`src/rtl/xlk_map.svh`:
```
// Timing counts and constant values for the exclusive lock forwarding block
`ifndef XLK_MAP_SVH
`define XLK_MAP_SVH
`define XLK_CLK_PERIOD_NS   50
`define XLK_ADDR_W          32
`define XLK_CMD_W           4
`define XLK_BE_W            4
`define XLK_LOCK_IDLE       1'b1
`define XLK_CMD_MEM_RD      4'h6
`endif

```
`src/rtl/xlk_pkg.sv`:
```
// Types shared by both ends of the exclusive lock forwarding block
`include "xlk_map.svh"
package xlk_pkg;
  typedef enum logic [1:0] {XLK_TERM_OK, XLK_TERM_RETRY, XLK_TERM_TABORT, XLK_TERM_MABORT} xlk_term_t;
  typedef enum logic [2:0] {XLK_IDLE, XLK_QUEUED, XLK_WAIT_BUS, XLK_SEC_ISSUED, XLK_SEC_HELD,
                            XLK_ESTABLISHED, XLK_ABORTED, XLK_RELEASE} xlk_state_t;
  typedef struct packed {
    logic [`XLK_ADDR_W-1:0] addr;
    logic [`XLK_CMD_W-1:0]  cmd;
    logic [`XLK_BE_W-1:0]   be;
    logic                   par;
  } xlk_req_t;
endpackage

```
`src/rtl/xlk_if.sv`:
```
// Interface joining the bridge lock logic and the primary lock initiator
`timescale 1ns/100ps
interface xlk_if;
  logic               p_frame_n;
  logic               p_lock_n;
  logic               p_addr_phase;
  logic               p_cross;
  logic               p_is_write;
  logic               p_data_done;
  xlk_pkg::xlk_req_t  p_req;
  logic               resp_valid;
  xlk_pkg::xlk_term_t resp_term;
  modport bridge (input p_frame_n, p_lock_n, p_addr_phase, p_cross, p_is_write, p_data_done, p_req,
                  output resp_valid, resp_term);
  modport initiator (output p_frame_n, p_lock_n, p_addr_phase, p_cross, p_is_write, p_data_done, p_req,
                     input resp_valid, resp_term);
endinterface

```
`src/rtl/xlk_bridge.sv`:
```
// Bridge end: downstream lock acquisition, queue blocking and lock release
`timescale 1ns/100ps
module xlk_bridge (
  input  wire logic               core_clk,
  input  wire logic               srst,
  xlk_if.bridge                   pb,
  input  wire logic               q_older_empty,
  output      logic               q_locked_push,
  output      logic               q_block,
  output      logic               q_no_prefetch,
  output      logic               q_post_write,
  output      logic               up_lock_fwd,
  input  wire logic               s_frame_n_in,
  input  wire logic               s_irdy_n_in,
  input  wire logic               s_lock_n_in,
  output      logic               s_lock_n_out,
  output      logic               s_lock_oe,
  output      logic               s_req,
  input  wire logic               s_addr_phase,
  input  wire logic               s_data_done,
  input  wire logic               s_end,
  input  wire xlk_pkg::xlk_term_t s_term,
  input  wire logic               s_posted,
  input  wire logic               m_timeout,
  input  wire logic               serr_en,
  input  wire logic               mabort_mode,
  output      logic               p_serr_n,
  output      logic               sig_serr,
  output      logic               rcv_tabort,
  output      logic               rcv_mabort
);

  // ********************************************************
  // State
  // ********************************************************
  typedef struct packed {
    xlk_pkg::xlk_state_t st;
    xlk_pkg::xlk_req_t   req;
    logic                abort_ma;
    logic                last_posted;
    logic                lock_n;
    logic                lock_oe;
    logic                req_bus;
    logic                push;
    logic                resp_valid;
    xlk_pkg::xlk_term_t  resp_term;
    logic                serr_n;
    logic                sig_serr;
    logic                rtab;
    logic                rmab;
    logic                addr_seen;
    logic                blk;
  } xlk_bst_t;

  xlk_bst_t s_r;
  xlk_bst_t s_nxt;
  logic     lock_start;
  logic     match;
  logic     sec_idle;
  logic     serr_evt;

  // A locked request is an address phase with lock high, then lock low a clock later
  assign lock_start = s_r.addr_seen & ~pb.p_lock_n;
  assign match      = (pb.p_req.addr == s_r.req.addr) && (pb.p_req.cmd == s_r.req.cmd) && (pb.p_req.be == s_r.req.be);
  assign sec_idle   = s_frame_n_in & s_irdy_n_in;

  always_comb begin
    s_nxt            = s_r;
    s_nxt.push       = 1'b0;
    s_nxt.resp_valid = 1'b0;
    s_nxt.resp_term  = xlk_pkg::XLK_TERM_RETRY;
    serr_evt         = 1'b0;
    s_nxt.addr_seen  = pb.p_addr_phase & pb.p_cross & pb.p_lock_n;
    case (s_r.st)
      xlk_pkg::XLK_IDLE: begin
        // Only primary-side locks cross; a secondary lock leaves this alone
        if (lock_start && !pb.p_is_write) begin
          s_nxt.req        = pb.p_req;
          s_nxt.last_posted = 1'b0;
          s_nxt.push       = 1'b1;
          s_nxt.resp_valid = 1'b1;
          s_nxt.st         = xlk_pkg::XLK_QUEUED;
        end
      end
      xlk_pkg::XLK_QUEUED: begin
        // Older queued work drains first
        if (q_older_empty) begin
          s_nxt.st = xlk_pkg::XLK_WAIT_BUS;
        end
      end
      xlk_pkg::XLK_WAIT_BUS: begin
        // Foreign lock must be seen free on an idle bus
        if (sec_idle && s_lock_n_in) begin
          s_nxt.req_bus = 1'b1;
        end
        if (s_r.req_bus && s_addr_phase) begin
          s_nxt.req_bus = 1'b0;
          s_nxt.lock_oe = 1'b1;
          s_nxt.lock_n  = `XLK_LOCK_IDLE;
          s_nxt.st      = xlk_pkg::XLK_SEC_ISSUED;
        end
      end
      xlk_pkg::XLK_SEC_ISSUED: begin
        s_nxt.lock_n = 1'b0;
        if (s_data_done) begin
          s_nxt.st = xlk_pkg::XLK_SEC_HELD;
        end else if (s_end && s_term == xlk_pkg::XLK_TERM_RETRY) begin
          // First transaction retried: give the lock up and try again
          s_nxt.lock_n  = `XLK_LOCK_IDLE;
          s_nxt.lock_oe = 1'b0;
          s_nxt.st      = xlk_pkg::XLK_WAIT_BUS;
        end else if (s_end && (s_term == xlk_pkg::XLK_TERM_TABORT || s_term == xlk_pkg::XLK_TERM_MABORT)) begin
          s_nxt.abort_ma = (s_term == xlk_pkg::XLK_TERM_MABORT);
          s_nxt.lock_n   = `XLK_LOCK_IDLE;
          s_nxt.lock_oe  = 1'b0;
          s_nxt.st       = xlk_pkg::XLK_ABORTED;
        end
      end
      xlk_pkg::XLK_SEC_HELD: begin
        if (m_timeout) begin
          serr_evt      = 1'b1;
          s_nxt.lock_n  = `XLK_LOCK_IDLE;
          s_nxt.lock_oe = 1'b0;
          s_nxt.st      = xlk_pkg::XLK_IDLE;
        end else if (lock_start && match) begin
          // Repeat without the lock sequence is not recognised
          s_nxt.resp_valid = 1'b1;
          s_nxt.resp_term  = xlk_pkg::XLK_TERM_OK;
          s_nxt.st         = xlk_pkg::XLK_ESTABLISHED;
        end else if (lock_start) begin
          s_nxt.resp_valid = 1'b1;
        end
      end
      xlk_pkg::XLK_ESTABLISHED: begin
        // Secondary lock held across the sequence; retries do not touch it
        // Later transactions keep lock asserted through their address phase
        if (pb.p_addr_phase && pb.p_cross) begin
          s_nxt.last_posted = pb.p_is_write;
        end
        if (pb.p_lock_n && pb.p_frame_n) begin
          // Posted last ends with its own write, delayed last once primary is idle
          s_nxt.st = (s_r.last_posted && !s_end) ? xlk_pkg::XLK_RELEASE : xlk_pkg::XLK_IDLE;
          if (!(s_r.last_posted && !s_end)) begin
            s_nxt.lock_n  = `XLK_LOCK_IDLE;
            s_nxt.lock_oe = 1'b0;
          end
        end
      end
      xlk_pkg::XLK_RELEASE: begin
        if (s_end) begin
          s_nxt.lock_n  = `XLK_LOCK_IDLE;
          s_nxt.lock_oe = 1'b0;
          s_nxt.st      = xlk_pkg::XLK_IDLE;
        end
      end
      xlk_pkg::XLK_ABORTED: begin
        if (lock_start && match) begin
          s_nxt.resp_valid = 1'b1;
          s_nxt.resp_term  = xlk_pkg::XLK_TERM_TABORT;
          s_nxt.rtab       = ~s_r.abort_ma;
          s_nxt.rmab       = s_r.abort_ma;
          s_nxt.st         = xlk_pkg::XLK_IDLE;
        end
      end
      default: begin
        s_nxt.st = xlk_pkg::XLK_IDLE;
      end
    endcase
    // Unanswered attempts outside idle are retried; a locked write seen in idle is left unanswered
    if (lock_start && !s_nxt.resp_valid && s_r.st != xlk_pkg::XLK_IDLE) begin
      s_nxt.resp_valid = 1'b1;
    end
    // A posted last write cannot report back, so its target abort, or master abort with mabort_mode set, goes to system error
    if (s_r.st == xlk_pkg::XLK_ESTABLISHED || s_r.st == xlk_pkg::XLK_RELEASE) begin
      if (s_r.last_posted && s_end && s_posted) begin
        if (s_term == xlk_pkg::XLK_TERM_TABORT || (s_term == xlk_pkg::XLK_TERM_MABORT && mabort_mode)) begin
          serr_evt = 1'b1;
        end
      end
    end
    s_nxt.blk = (s_nxt.st != xlk_pkg::XLK_IDLE);
    // System error only when enabled, and flagged only when enabled
    s_nxt.serr_n = ~(serr_evt & serr_en);
    if (serr_evt && serr_en) begin
      s_nxt.sig_serr = 1'b1;
    end
  end

  always_ff @(posedge core_clk) begin
    if (srst) begin
      s_r        <= '0;
      s_r.st     <= xlk_pkg::XLK_IDLE;
      s_r.lock_n <= `XLK_LOCK_IDLE;
      s_r.serr_n <= 1'b1;
      s_r.resp_term <= xlk_pkg::XLK_TERM_RETRY;
    end else begin
      s_r <= s_nxt;
    end
  end

  // ********************************************************
  // Outputs
  // ********************************************************
  assign pb.resp_valid  = s_r.resp_valid;
  assign pb.resp_term   = s_r.resp_term;
  assign q_locked_push  = s_r.push;
  assign q_block        = s_r.blk;
  assign q_no_prefetch  = s_r.blk;
  assign q_post_write   = 1'b1;
  assign up_lock_fwd    = 1'b0;
  assign s_lock_n_out   = s_r.lock_n;
  assign s_lock_oe      = s_r.lock_oe;
  assign s_req          = s_r.req_bus;
  assign p_serr_n       = s_r.serr_n;
  assign sig_serr       = s_r.sig_serr;
  assign rcv_tabort     = s_r.rtab;
  assign rcv_mabort     = s_r.rmab;

endmodule

```
`src/flat_wrapper.sv`:
```
// flat-port wrapper written by rule: the top's interface ports become plain ports
module xlk_bridge_flat 
  (core_clk, srst, q_older_empty, q_locked_push, q_block, q_no_prefetch, q_post_write, up_lock_fwd, s_frame_n_in, s_irdy_n_in, s_lock_n_in, s_lock_n_out, s_lock_oe, s_req, s_addr_phase, s_data_done, s_end, s_term, s_posted, m_timeout, serr_en, mabort_mode, p_serr_n, sig_serr, rcv_tabort, rcv_mabort, pb_p_frame_n, pb_p_lock_n, pb_p_addr_phase, pb_p_cross, pb_p_is_write, pb_p_data_done, pb_p_req, pb_resp_valid, pb_resp_term);
  xlk_if pb_i ();
  input  wire logic core_clk;
  input  wire logic srst;
  input  wire logic q_older_empty;
  output      logic q_locked_push;
  output      logic q_block;
  output      logic q_no_prefetch;
  output      logic q_post_write;
  output      logic up_lock_fwd;
  input  wire logic s_frame_n_in;
  input  wire logic s_irdy_n_in;
  input  wire logic s_lock_n_in;
  output      logic s_lock_n_out;
  output      logic s_lock_oe;
  output      logic s_req;
  input  wire logic s_addr_phase;
  input  wire logic s_data_done;
  input  wire logic s_end;
  input  wire xlk_pkg::xlk_term_t s_term;
  input  wire logic s_posted;
  input  wire logic m_timeout;
  input  wire logic serr_en;
  input  wire logic mabort_mode;
  output      logic p_serr_n;
  output      logic sig_serr;
  output      logic rcv_tabort;
  output      logic rcv_mabort;
  input wire logic [$bits(pb_i.p_frame_n)-1:0] pb_p_frame_n;
  input wire logic [$bits(pb_i.p_lock_n)-1:0] pb_p_lock_n;
  input wire logic [$bits(pb_i.p_addr_phase)-1:0] pb_p_addr_phase;
  input wire logic [$bits(pb_i.p_cross)-1:0] pb_p_cross;
  input wire logic [$bits(pb_i.p_is_write)-1:0] pb_p_is_write;
  input wire logic [$bits(pb_i.p_data_done)-1:0] pb_p_data_done;
  input wire logic [$bits(pb_i.p_req)-1:0] pb_p_req;
  output wire logic [$bits(pb_i.resp_valid)-1:0] pb_resp_valid;
  output wire logic [$bits(pb_i.resp_term)-1:0] pb_resp_term;
  assign pb_i.p_frame_n = pb_p_frame_n;
  assign pb_i.p_lock_n = pb_p_lock_n;
  assign pb_i.p_addr_phase = pb_p_addr_phase;
  assign pb_i.p_cross = pb_p_cross;
  assign pb_i.p_is_write = pb_p_is_write;
  assign pb_i.p_data_done = pb_p_data_done;
  assign pb_i.p_req = pb_p_req;
  assign pb_resp_valid = pb_i.resp_valid;
  assign pb_resp_term = pb_i.resp_term;
  xlk_bridge u_core (.core_clk(core_clk), .srst(srst), .pb(pb_i), .q_older_empty(q_older_empty), .q_locked_push(q_locked_push), .q_block(q_block), .q_no_prefetch(q_no_prefetch), .q_post_write(q_post_write), .up_lock_fwd(up_lock_fwd), .s_frame_n_in(s_frame_n_in), .s_irdy_n_in(s_irdy_n_in), .s_lock_n_in(s_lock_n_in), .s_lock_n_out(s_lock_n_out), .s_lock_oe(s_lock_oe), .s_req(s_req), .s_addr_phase(s_addr_phase), .s_data_done(s_data_done), .s_end(s_end), .s_term(s_term), .s_posted(s_posted), .m_timeout(m_timeout), .serr_en(serr_en), .mabort_mode(mabort_mode), .p_serr_n(p_serr_n), .sig_serr(sig_serr), .rcv_tabort(rcv_tabort), .rcv_mabort(rcv_mabort));
endmodule
```
`config.mk`:
```
export PLATFORM = sky130hd
export DESIGN_NAME = xlk_bridge_flat
export DESIGN_NICKNAME = d
export VERILOG_FILES = /design/src/rtl/xlk_pkg.sv /design/src/rtl/xlk_if.sv /design/src/rtl/xlk_bridge.sv /design/src/flat_wrapper.sv
export VERILOG_INCLUDE_DIRS = /design/src /design/src/rtl
export SDC_FILE = /design/constraint.sdc
export NUM_CORES = 1
export LEC_CHECK = 0
export ABC_AREA = 1
export ABC_CLOCK_PERIOD_IN_PS = 2500
export BUFFER_PORTS_ARGS = -buffer_cell sky130_fd_sc_hd__buf_2
export CAP_MARGIN = 20
export CELL_PAD_IN_SITES_DETAIL_PLACEMENT = 1
export CELL_PAD_IN_SITES_GLOBAL_PLACEMENT = 1
export CORE_AREA = 4 4 96 98
export CTS_BUF_LIST = sky130_fd_sc_hd__clkbuf_4
export CTS_CLUSTER_SIZE = 20
export DETAILED_ROUTE_END_ITERATION = 7
export DIE_AREA = 0 0 100 102
export HOLD_SLACK_MARGIN = 0.05
export PLACE_DENSITY = 0.89
export SETUP_SLACK_MARGIN = 0.3
export SYNTH_ARGS = -nofsm -noshare
export SYNTH_HDL_FRONTEND = slang
export SYNTH_SLANG_ARGS = --single-unit
```
`constraint.sdc`:
```
create_clock -name core_clk -period 2.5 [get_ports core_clk]
set_input_delay 0.375 -clock core_clk [delete_from_list [all_inputs] [get_ports core_clk]]
set_output_delay 0.375 -clock core_clk [all_outputs]
set_load 0.03 [all_outputs]
```
==> results of run 1 <==
[logic make-up after synthesis]
| family | after synthesis | share of synthesized area |
|---|---|---|
| AND/OR/NAND/NOR | 268 | 0.3373 |
| XOR/XNOR | 5 | 0.01349 |
| AO/OA/AOI/OAI | 101 | 0.1569 |
| flip-flops | 58 | 0.3577 |
| buffers and inverters | 108 | 0.1322 |
| other | 2 | 0.002314 |
[Yosys cell counts (all sizes together)]
cell and count:
nand2 161, inv 88, nor2 70, dfxtp 58, o21ai 54, a21oi 46
nand3 17, nand4 13, buf 10, clkbuf 10, xnor2 5, or2 3
conb 2, nor3 2, or3 2, o41ai 1
[critical path, cell delays in order (launching register included)]
cell and delay, ns:
sky130_fd_sc_hd__dfxtp_1 0.46, sky130_fd_sc_hd__nor2_1 0.08, sky130_fd_sc_hd__inv_1 0.07, sky130_fd_sc_hd__nor2_1 0.05, sky130_fd_sc_hd__nand2_2 0.40, sky130_fd_sc_hd__inv_1 0.21, sky130_fd_sc_hd__a21oi_1 0.19, sky130_fd_sc_hd__nand2_1 0.07
sky130_fd_sc_hd__nand2_1 0.07, sky130_fd_sc_hd__o21ai_1 0.06
[area by class of cell]
cell class / instances / area [sq um]
Timing Repair Buffer: 75 / 395.4
Tap cell: 108 / 135.1
Clock buffer: 10 / 75.07
Multi-Input combinational cell: 376 / 1658
Inverter: 88 / 330.3
Sequential cell: 58 / 1161
Clock inverter: 6 / 81.33
Fill cell: 1195 / 4629
[routing by layer]
metal  wire [um]  vias to the layer above  global-route usage  share of wire
met3         397                       13             0.04642          0.039
met1        4487                     1688              0.2406           0.44
met2        5079                       58              0.3658           0.50
li1            -                     1809                   -              -
met5           0                        -                   0              0
met4         131                        0             0.05907          0.013
[path summary, 6_finish.rpt]
kind	from	end	slack, ns
max	u_core.s_r[56]	u_core.pb.resp_valid	0.75
max reg2reg	u_core.s_r[56]	u_core.pb.resp_valid	0.75
min	serr_en	u_core.p_serr_n	0.17
min reg2reg	u_core.sig_serr	u_core.sig_serr	0.45
[power by group through the flow]
stage          Combinational, mW  Clock (mW)  Sequential [mW]
2_1_floorplan              0.125           0            0.959
3_3_place_gp               0.217           0            0.959
3_5_place_dp               0.229           0            0.960
4_1_cts                    0.232       0.806            0.939
5_1_grt                    0.263       0.854            0.940
6_report                   0.230       0.784            0.939
[through the flow]
step / total power [mW] / cell area, sq um
after global placement: 1.176 / 3680
after global routing: 2.057 / 3836
after detailed placement: 1.189 / 3680
after CTS: 1.977 / 3836
after floorplan: 1.084 / 3246
final: 1.953 / 3836
==> impl_metrics.py, run 1 <==
metrics = {
    "die": {
        "initial_utilization": 0.3834,
        "rows": 34,
        "chipWidth_um": 100,
        "die_height_um": 102,
        "placeableCoreArea_sq_um": 8466,
        "boundaryPins": 77,
        "design.die.area_sq_um": 10200,
    },
    "timing": {
        "holdWs_ns": 0.1679,
        "slew_viol_final": 0,
        "fin_skew_ns": 0.01800,
        "relSlewSlack": 0.6559,
        "max_slew.worst_pin.slew_ns": 0.5143,
        "fin_setup_tns_ns": 0,
        "timing.final.crit_share": 0.7006,
        "setup-violations-final": 0,
        "finalHoldViolations": 0,
        "rsz_0062_raised_after_global_routing": "no",
        "max_freq_mhz": 571.0,
        "final_period_minus_worst_setup_slack_ns": 1.751,
        "worst_slack_ns": 0.7486,
    },
    "grt": {
        "grt_antenna_before_repair": 0,
        "overflow": 0,
        "grt_pass1_wl_mm": 16.38,
        "grt_max_degree": 54,
        "grt_pass1_vias": 3659,
        "grtUsageTotal": 0.2025,
    },
    "clock_tree": {
        "clkSlewWorstSetupHoldPaths_ns": 0.11,
        "htreeDepth": 3,
        "cts_buffer_count": 9,
        "cts.root.buffer_cell": "sky130_fd_sc_hd__clkbuf_4",
        "post_cts.repair.setup_buffers": 0,
        "numClockSinks": 58,
        "post_cts_resize_count": 0,
        "cts_tree": "built",
        "clk-insertion-delay-late_ns": 0.41,
        "max-clock-path-buffers": 2,
        "cts_hold_buffers": 0,
    },
    "place": {
        "finalWeightedCongestion": 0.9085,
        "hpwl_mm": 7.849,
        "placement.setup.worst_slack_ns": 0.6808,
        "dp.cells": 705,
        "port-buffer-count": 72,
    },
    "routing": {
        "route.detailed.wl_per_inst_um": 14.00,
        "first_pass_iters": 4,
        "routed_antenna_nets": 0,
        "via_per_inst": 4.949,
        "first_iter_violations": 140,
        "drc": 0,
        "via_count": 3568,
        "routed_wirelength_mm": 10.10,
    },
    "logic_synthesis": {
        "ys_seq_area_frac": 0.3577,
        "post_synth_instance_area_sq_um": 3246,
        "ys.warnings.count": 0,
        "synth_top_cells_by_area": "sky130_fd_sc_hd__dfxtp_1, sky130_fd_sc_hd__nand2_1, sky130_fd_sc_hd__inv_1, sky130_fd_sc_hd__o21ai_0, sky130_fd_sc_hd__nor2_1",
        "synthesis.nets": 604,
        "synth-seq-cells": 58,
        "post-synth-top-area-fraction": 0.3577,
        "synthesis.instances": 542,
        "synth.lib_cells_used.distinct": 23,
        "post-synth-top-area-cell": "sky130_fd_sc_hd__dfxtp_1",
        "mean_syn_cell_area_sq_um": 5.988,
    },
    "power_and_ir_drop": {
        "clock_share_of_power": 0.401,
        "power.ir.vdd_worst_mv": 0.2537,
        "p_per_area_nw_per_um2": 509.1,
        "leakage_nw": 1.889,
        "p_sw_mw": 0.5242,
        "p_comb_frac": 0.118,
        "seqPwrFrac": 0.481,
        "switching_share": 0.2684,
        "cell_internal_pwr_mw": 1.429,
    },
    "worst_setup_path": {
        "critical_path_required_ns": 2.82,
        "worst-r2r-cell-count": 9,
        "setup.worst_path.end_class": "flip-flop",
        "category_of_the_worst_setup_path_launch_point": "flip-flop",
        "worst_ep_arrival_time_ns": 2.07,
        "crit_path_max_fanout": 28,
        "path_class": "reg2reg",
    },
    "finish": {
        "post_route_cells_drive_above_1_share": 0.1697,
        "biggestRegsByFlops": "u_core.s_r (46), u_core.pb.resp_term (2)",
        "final_nets": 670,
        "antenna-diode-count": 0,
        "area.growth.synth_to_final_pct": 18.20,
        "layout_commonest_cell": "sky130_fd_sc_hd__nand2_1",
        "postLayoutCoreUtil": 0.4531,
        "top_library_cells_by_usage_in_the_layout_fill_and_taps_aside": "sky130_fd_sc_hd__nand2_1, sky130_fd_sc_hd__inv_1, sky130_fd_sc_hd__buf_2",
        "largest_register_ffs": 46,
        "non_filler_cells_in_the_finished_layout": 721,
        "registers.top_by_ff_count": "u_core.s_r",
    },
    "status": {
        "status": "finished, final reports clean",
    },
    "run": {
        "max_cap_violations": 0,
    },
    "worst_hold_path": {
        "timing.hold.worst.class": "in2reg",
        "whs_path_depth": 2,
    },
}
(Power assumes the default switching activity.)
==> run 2: changes to the inputs <==
- ABC_CLOCK_PERIOD_IN_PS: 2500 -> 1700
- CORE_AREA: 4 4 96 98 -> 4 4 98 100
- DIE_AREA: 0 0 100 102 -> 0 0 102 104
- PLACE_DENSITY: 0.89 -> 0.86
- clock period: 2.5 -> 1.7 ns (I/O delays scaled with it)
==> run 2 against run 1 <==
Net effect:
- final cell count up 2.1%
- design area up 9.2%
- via count up 4.3%
- clock power up 31%
- first-iteration DRC count down 14%
- count of clock-buffer cells in the layout up 2
- combinational power up 73%
- worst hold slack worse by 0.10 ns
- register-to-register slack worse by 0.59 ns
- sequential share of layout area down 1.9 points
- critical path depth up 1
- flip-flop and latch count unchanged
- critical path type unchanged
- largest power group unchanged
==> impl_metrics.py, run 2 (synthesis gave the netlist of run 1 again) <==
metrics = {
    "clock_tree": {
        "numClockSinks": 58,
        "cts.root.buffer_cell": "sky130_fd_sc_hd__clkbuf_4",
        "cts_tree": "built",
        "htreeDepth": 3,
        "max-clock-path-buffers": 2,
        "clkSlewWorstSetupHoldPaths_ns": 0.11,
        "clk-insertion-delay-late_ns": 0.42,
        "cts_buffer_count": 9,
    },
    "timing": {
        "timing.final.crit_share": 0.9063,
        "setup-violations-final": 0,
        "rsz_0062_raised_after_global_routing": "yes",
        "holdWs_ns": 0.06805,
        "fin_skew_ns": 0.01849,
        "finalHoldViolations": 0,
        "max_freq_mhz": 649.1,
        "slew_viol_final": 0,
        "fin_setup_tns_ns": 0,
        "final_period_minus_worst_setup_slack_ns": 1.541,
    },
    "die": {
        "initial_utilization": 0.3740,
        "boundaryPins": 77,
        "chipWidth_um": 102,
        "rows": 34,
        "die_height_um": 104,
        "design.die.area_sq_um": 10610,
        "placeableCoreArea_sq_um": 8678,
    },
    "routing": {
        "drc": 0,
        "via_count": 3721,
        "first_pass_iters": 4,
        "routed_antenna_nets": 0,
        "via_per_inst": 5.056,
        "first_iter_violations": 121,
        "route.detailed.wl_per_inst_um": 15.26,
        "routed_wirelength_mm": 11.23,
    },
    "finish": {
        "area.growth.synth_to_final_pct": 29.11,
        "final_nets": 685,
        "biggestRegsByFlops": "u_core.s_r (46), u_core.pb.resp_term (2)",
        "top_library_cells_by_usage_in_the_layout_fill_and_taps_aside": "sky130_fd_sc_hd__nand2_1, sky130_fd_sc_hd__inv_1, sky130_fd_sc_hd__buf_2",
        "layout_commonest_cell": "sky130_fd_sc_hd__nand2_1",
        "largest_register_ffs": 46,
        "post_route_cells_drive_above_1_share": 0.3041,
        "registers.top_by_ff_count": "u_core.s_r",
        "antenna-diode-count": 0,
        "fill_cells": 1182,
    },
    "power_and_ir_drop": {
        "power.ir.vdd_worst_mv": 0.3259,
        "p_per_area_nw_per_um2": 670.9,
        "leakage_nw": 2.035,
    },
    "place": {
        "finalWeightedCongestion": 0.8510,
        "port-buffer-count": 72,
        "hpwl_mm": 7.962,
    },
    "grt": {
        "overflow": 0,
        "grtUsageTotal": 0.2063,
        "grt_pass1_vias": 3897,
        "grt_antenna_before_repair": 0,
        "grt_pass1_wl_mm": 17.53,
        "grt_max_degree": 49,
    },
    "worst_hold_path": {
        "hp-start": "pb_p_lock_n",
        "timing.hold.worst.class": "in2reg",
        "whs_endpoint": "u_core.s_r[1]",
        "whs_path_depth": 3,
    },
    "worst_setup_path": {
        "crit_start": "u_core.s_r[51]",
        "r2r-start": "u_core.s_r[51]",
        "setup.worst_path.end_class": "flip-flop",
        "crit_path_max_fanout": 4,
        "critical_path_required_ns": 2.02,
        "r2r-end": "u_core.pb.resp_term[0]",
        "worst-r2r-cell-count": 10,
        "category_of_the_worst_setup_path_launch_point": "flip-flop",
        "path_class": "reg2reg",
        "reg2reg_setup_slack_ns": 0.16,
        "worst_ep_arrival_time_ns": 1.86,
    },
    "run": {
        "max_cap_violations": 0,
    },
    "status": {
        "status": "finished, final reports clean",
    },
}
[run 2: how the worst max path moves through the flow]
stage,depth (start not counted),endpoint,slack [ns]
final,10,u_core.pb.resp_term[0],0.16
after global routing,10,u_core.pb.resp_term[0],0.03
after CTS,7,u_core.pb.resp_term[0],0.17
after detailed placement,11,u_core.q_block,0.04
after global placement,8,u_core.pb.resp_term[0],0.1
after floorplan,10,u_core.pb.resp_term[0],0.36
[run 2: layer usage]
metal | vias up | wire length (um) | share of wire | track usage
li1 | 1842 | - | - | -
met1 | 1765 | 4826 | 0.43 | 0.2446
met2 | 93 | 5575 | 0.50 | 0.3542
met3 | 21 | 547 | 0.049 | 0.04494
met4 | 0 | 280 | 0.025 | 0.08341
met5 | - | 0 | 0 | 0
[run 2: metrics by stage]
| stage | instances | util | setup slack, ns | total power [mW] | area [sq um] |
|---|---|---|---|---|---|
| 3_3_place_gp | 706 | 0.4249 | 0.09964 | 1.729 | 3687 |
| 5_1_grt | 736 | 0.4828 | 0.03070 | 2.935 | 4190 |
| 2_1_floorplan | 542 | - | 0.3614 | 1.594 | 3246 |
| 6_report | 736 | 0.4828 | 0.1594 | 2.811 | 4190 |
| 4_1_cts | 734 | 0.4621 | 0.1681 | 2.801 | 4010 |
| 3_5_place_dp | 706 | 0.4249 | 0.04155 | 1.746 | 3687 |
[run 2: cell type report]
| type | instances | area (sq um) | area share |
|---|---|---|---|
| multi-input cells | 376 | 1856 | 0.4428 |
| clock buffers | 12 | 90.09 | 0.02150 |
| flip-flops and latches | 58 | 1189 | 0.2837 |
| inverters | 88 | 330.3 | 0.07883 |
| clock inverters | 4 | 42.54 | 0.01015 |
| repair buffers | 90 | 548.0 | 0.1308 |
| well taps | 108 | 135.1 | 0.03225 |
[run 2: worst max-delay path: stages (launching register included)]
cell                      delay, ns
sky130_fd_sc_hd__dfxtp_2       0.34
sky130_fd_sc_hd__inv_1         0.05
sky130_fd_sc_hd__nand2_1       0.08
sky130_fd_sc_hd__nand2_1       0.06
sky130_fd_sc_hd__nor2_1        0.12
sky130_fd_sc_hd__nand2_1       0.09
sky130_fd_sc_hd__nor2_2        0.11
sky130_fd_sc_hd__nand2_2       0.08
sky130_fd_sc_hd__nor2_4        0.14
sky130_fd_sc_hd__nand2_2       0.09
sky130_fd_sc_hd__or3_1         0.30
[run 2: report_power, final]
| part | total [mW] | switching [mW] | internal, mW |
|---|---|---|---|
| registers | 1.38 | 0.00936 | 1.37 |
| clock network | 1.03 | 0.544 | 0.488 |
| logic | 0.398 | 0.237 | 0.161 |
[run 2: what timing repair did]
action | 4_1_cts | 5_1_grt
endpoints found under the setup margin | 26 | 51
pin swaps | 13 | 17
gates cloned | 0 | 1
hold endpoints to repair | 1 | 0
gates resized for setup | 43 | 61
hold buffers | 1 | 0
buffers inserted | 11 | 1
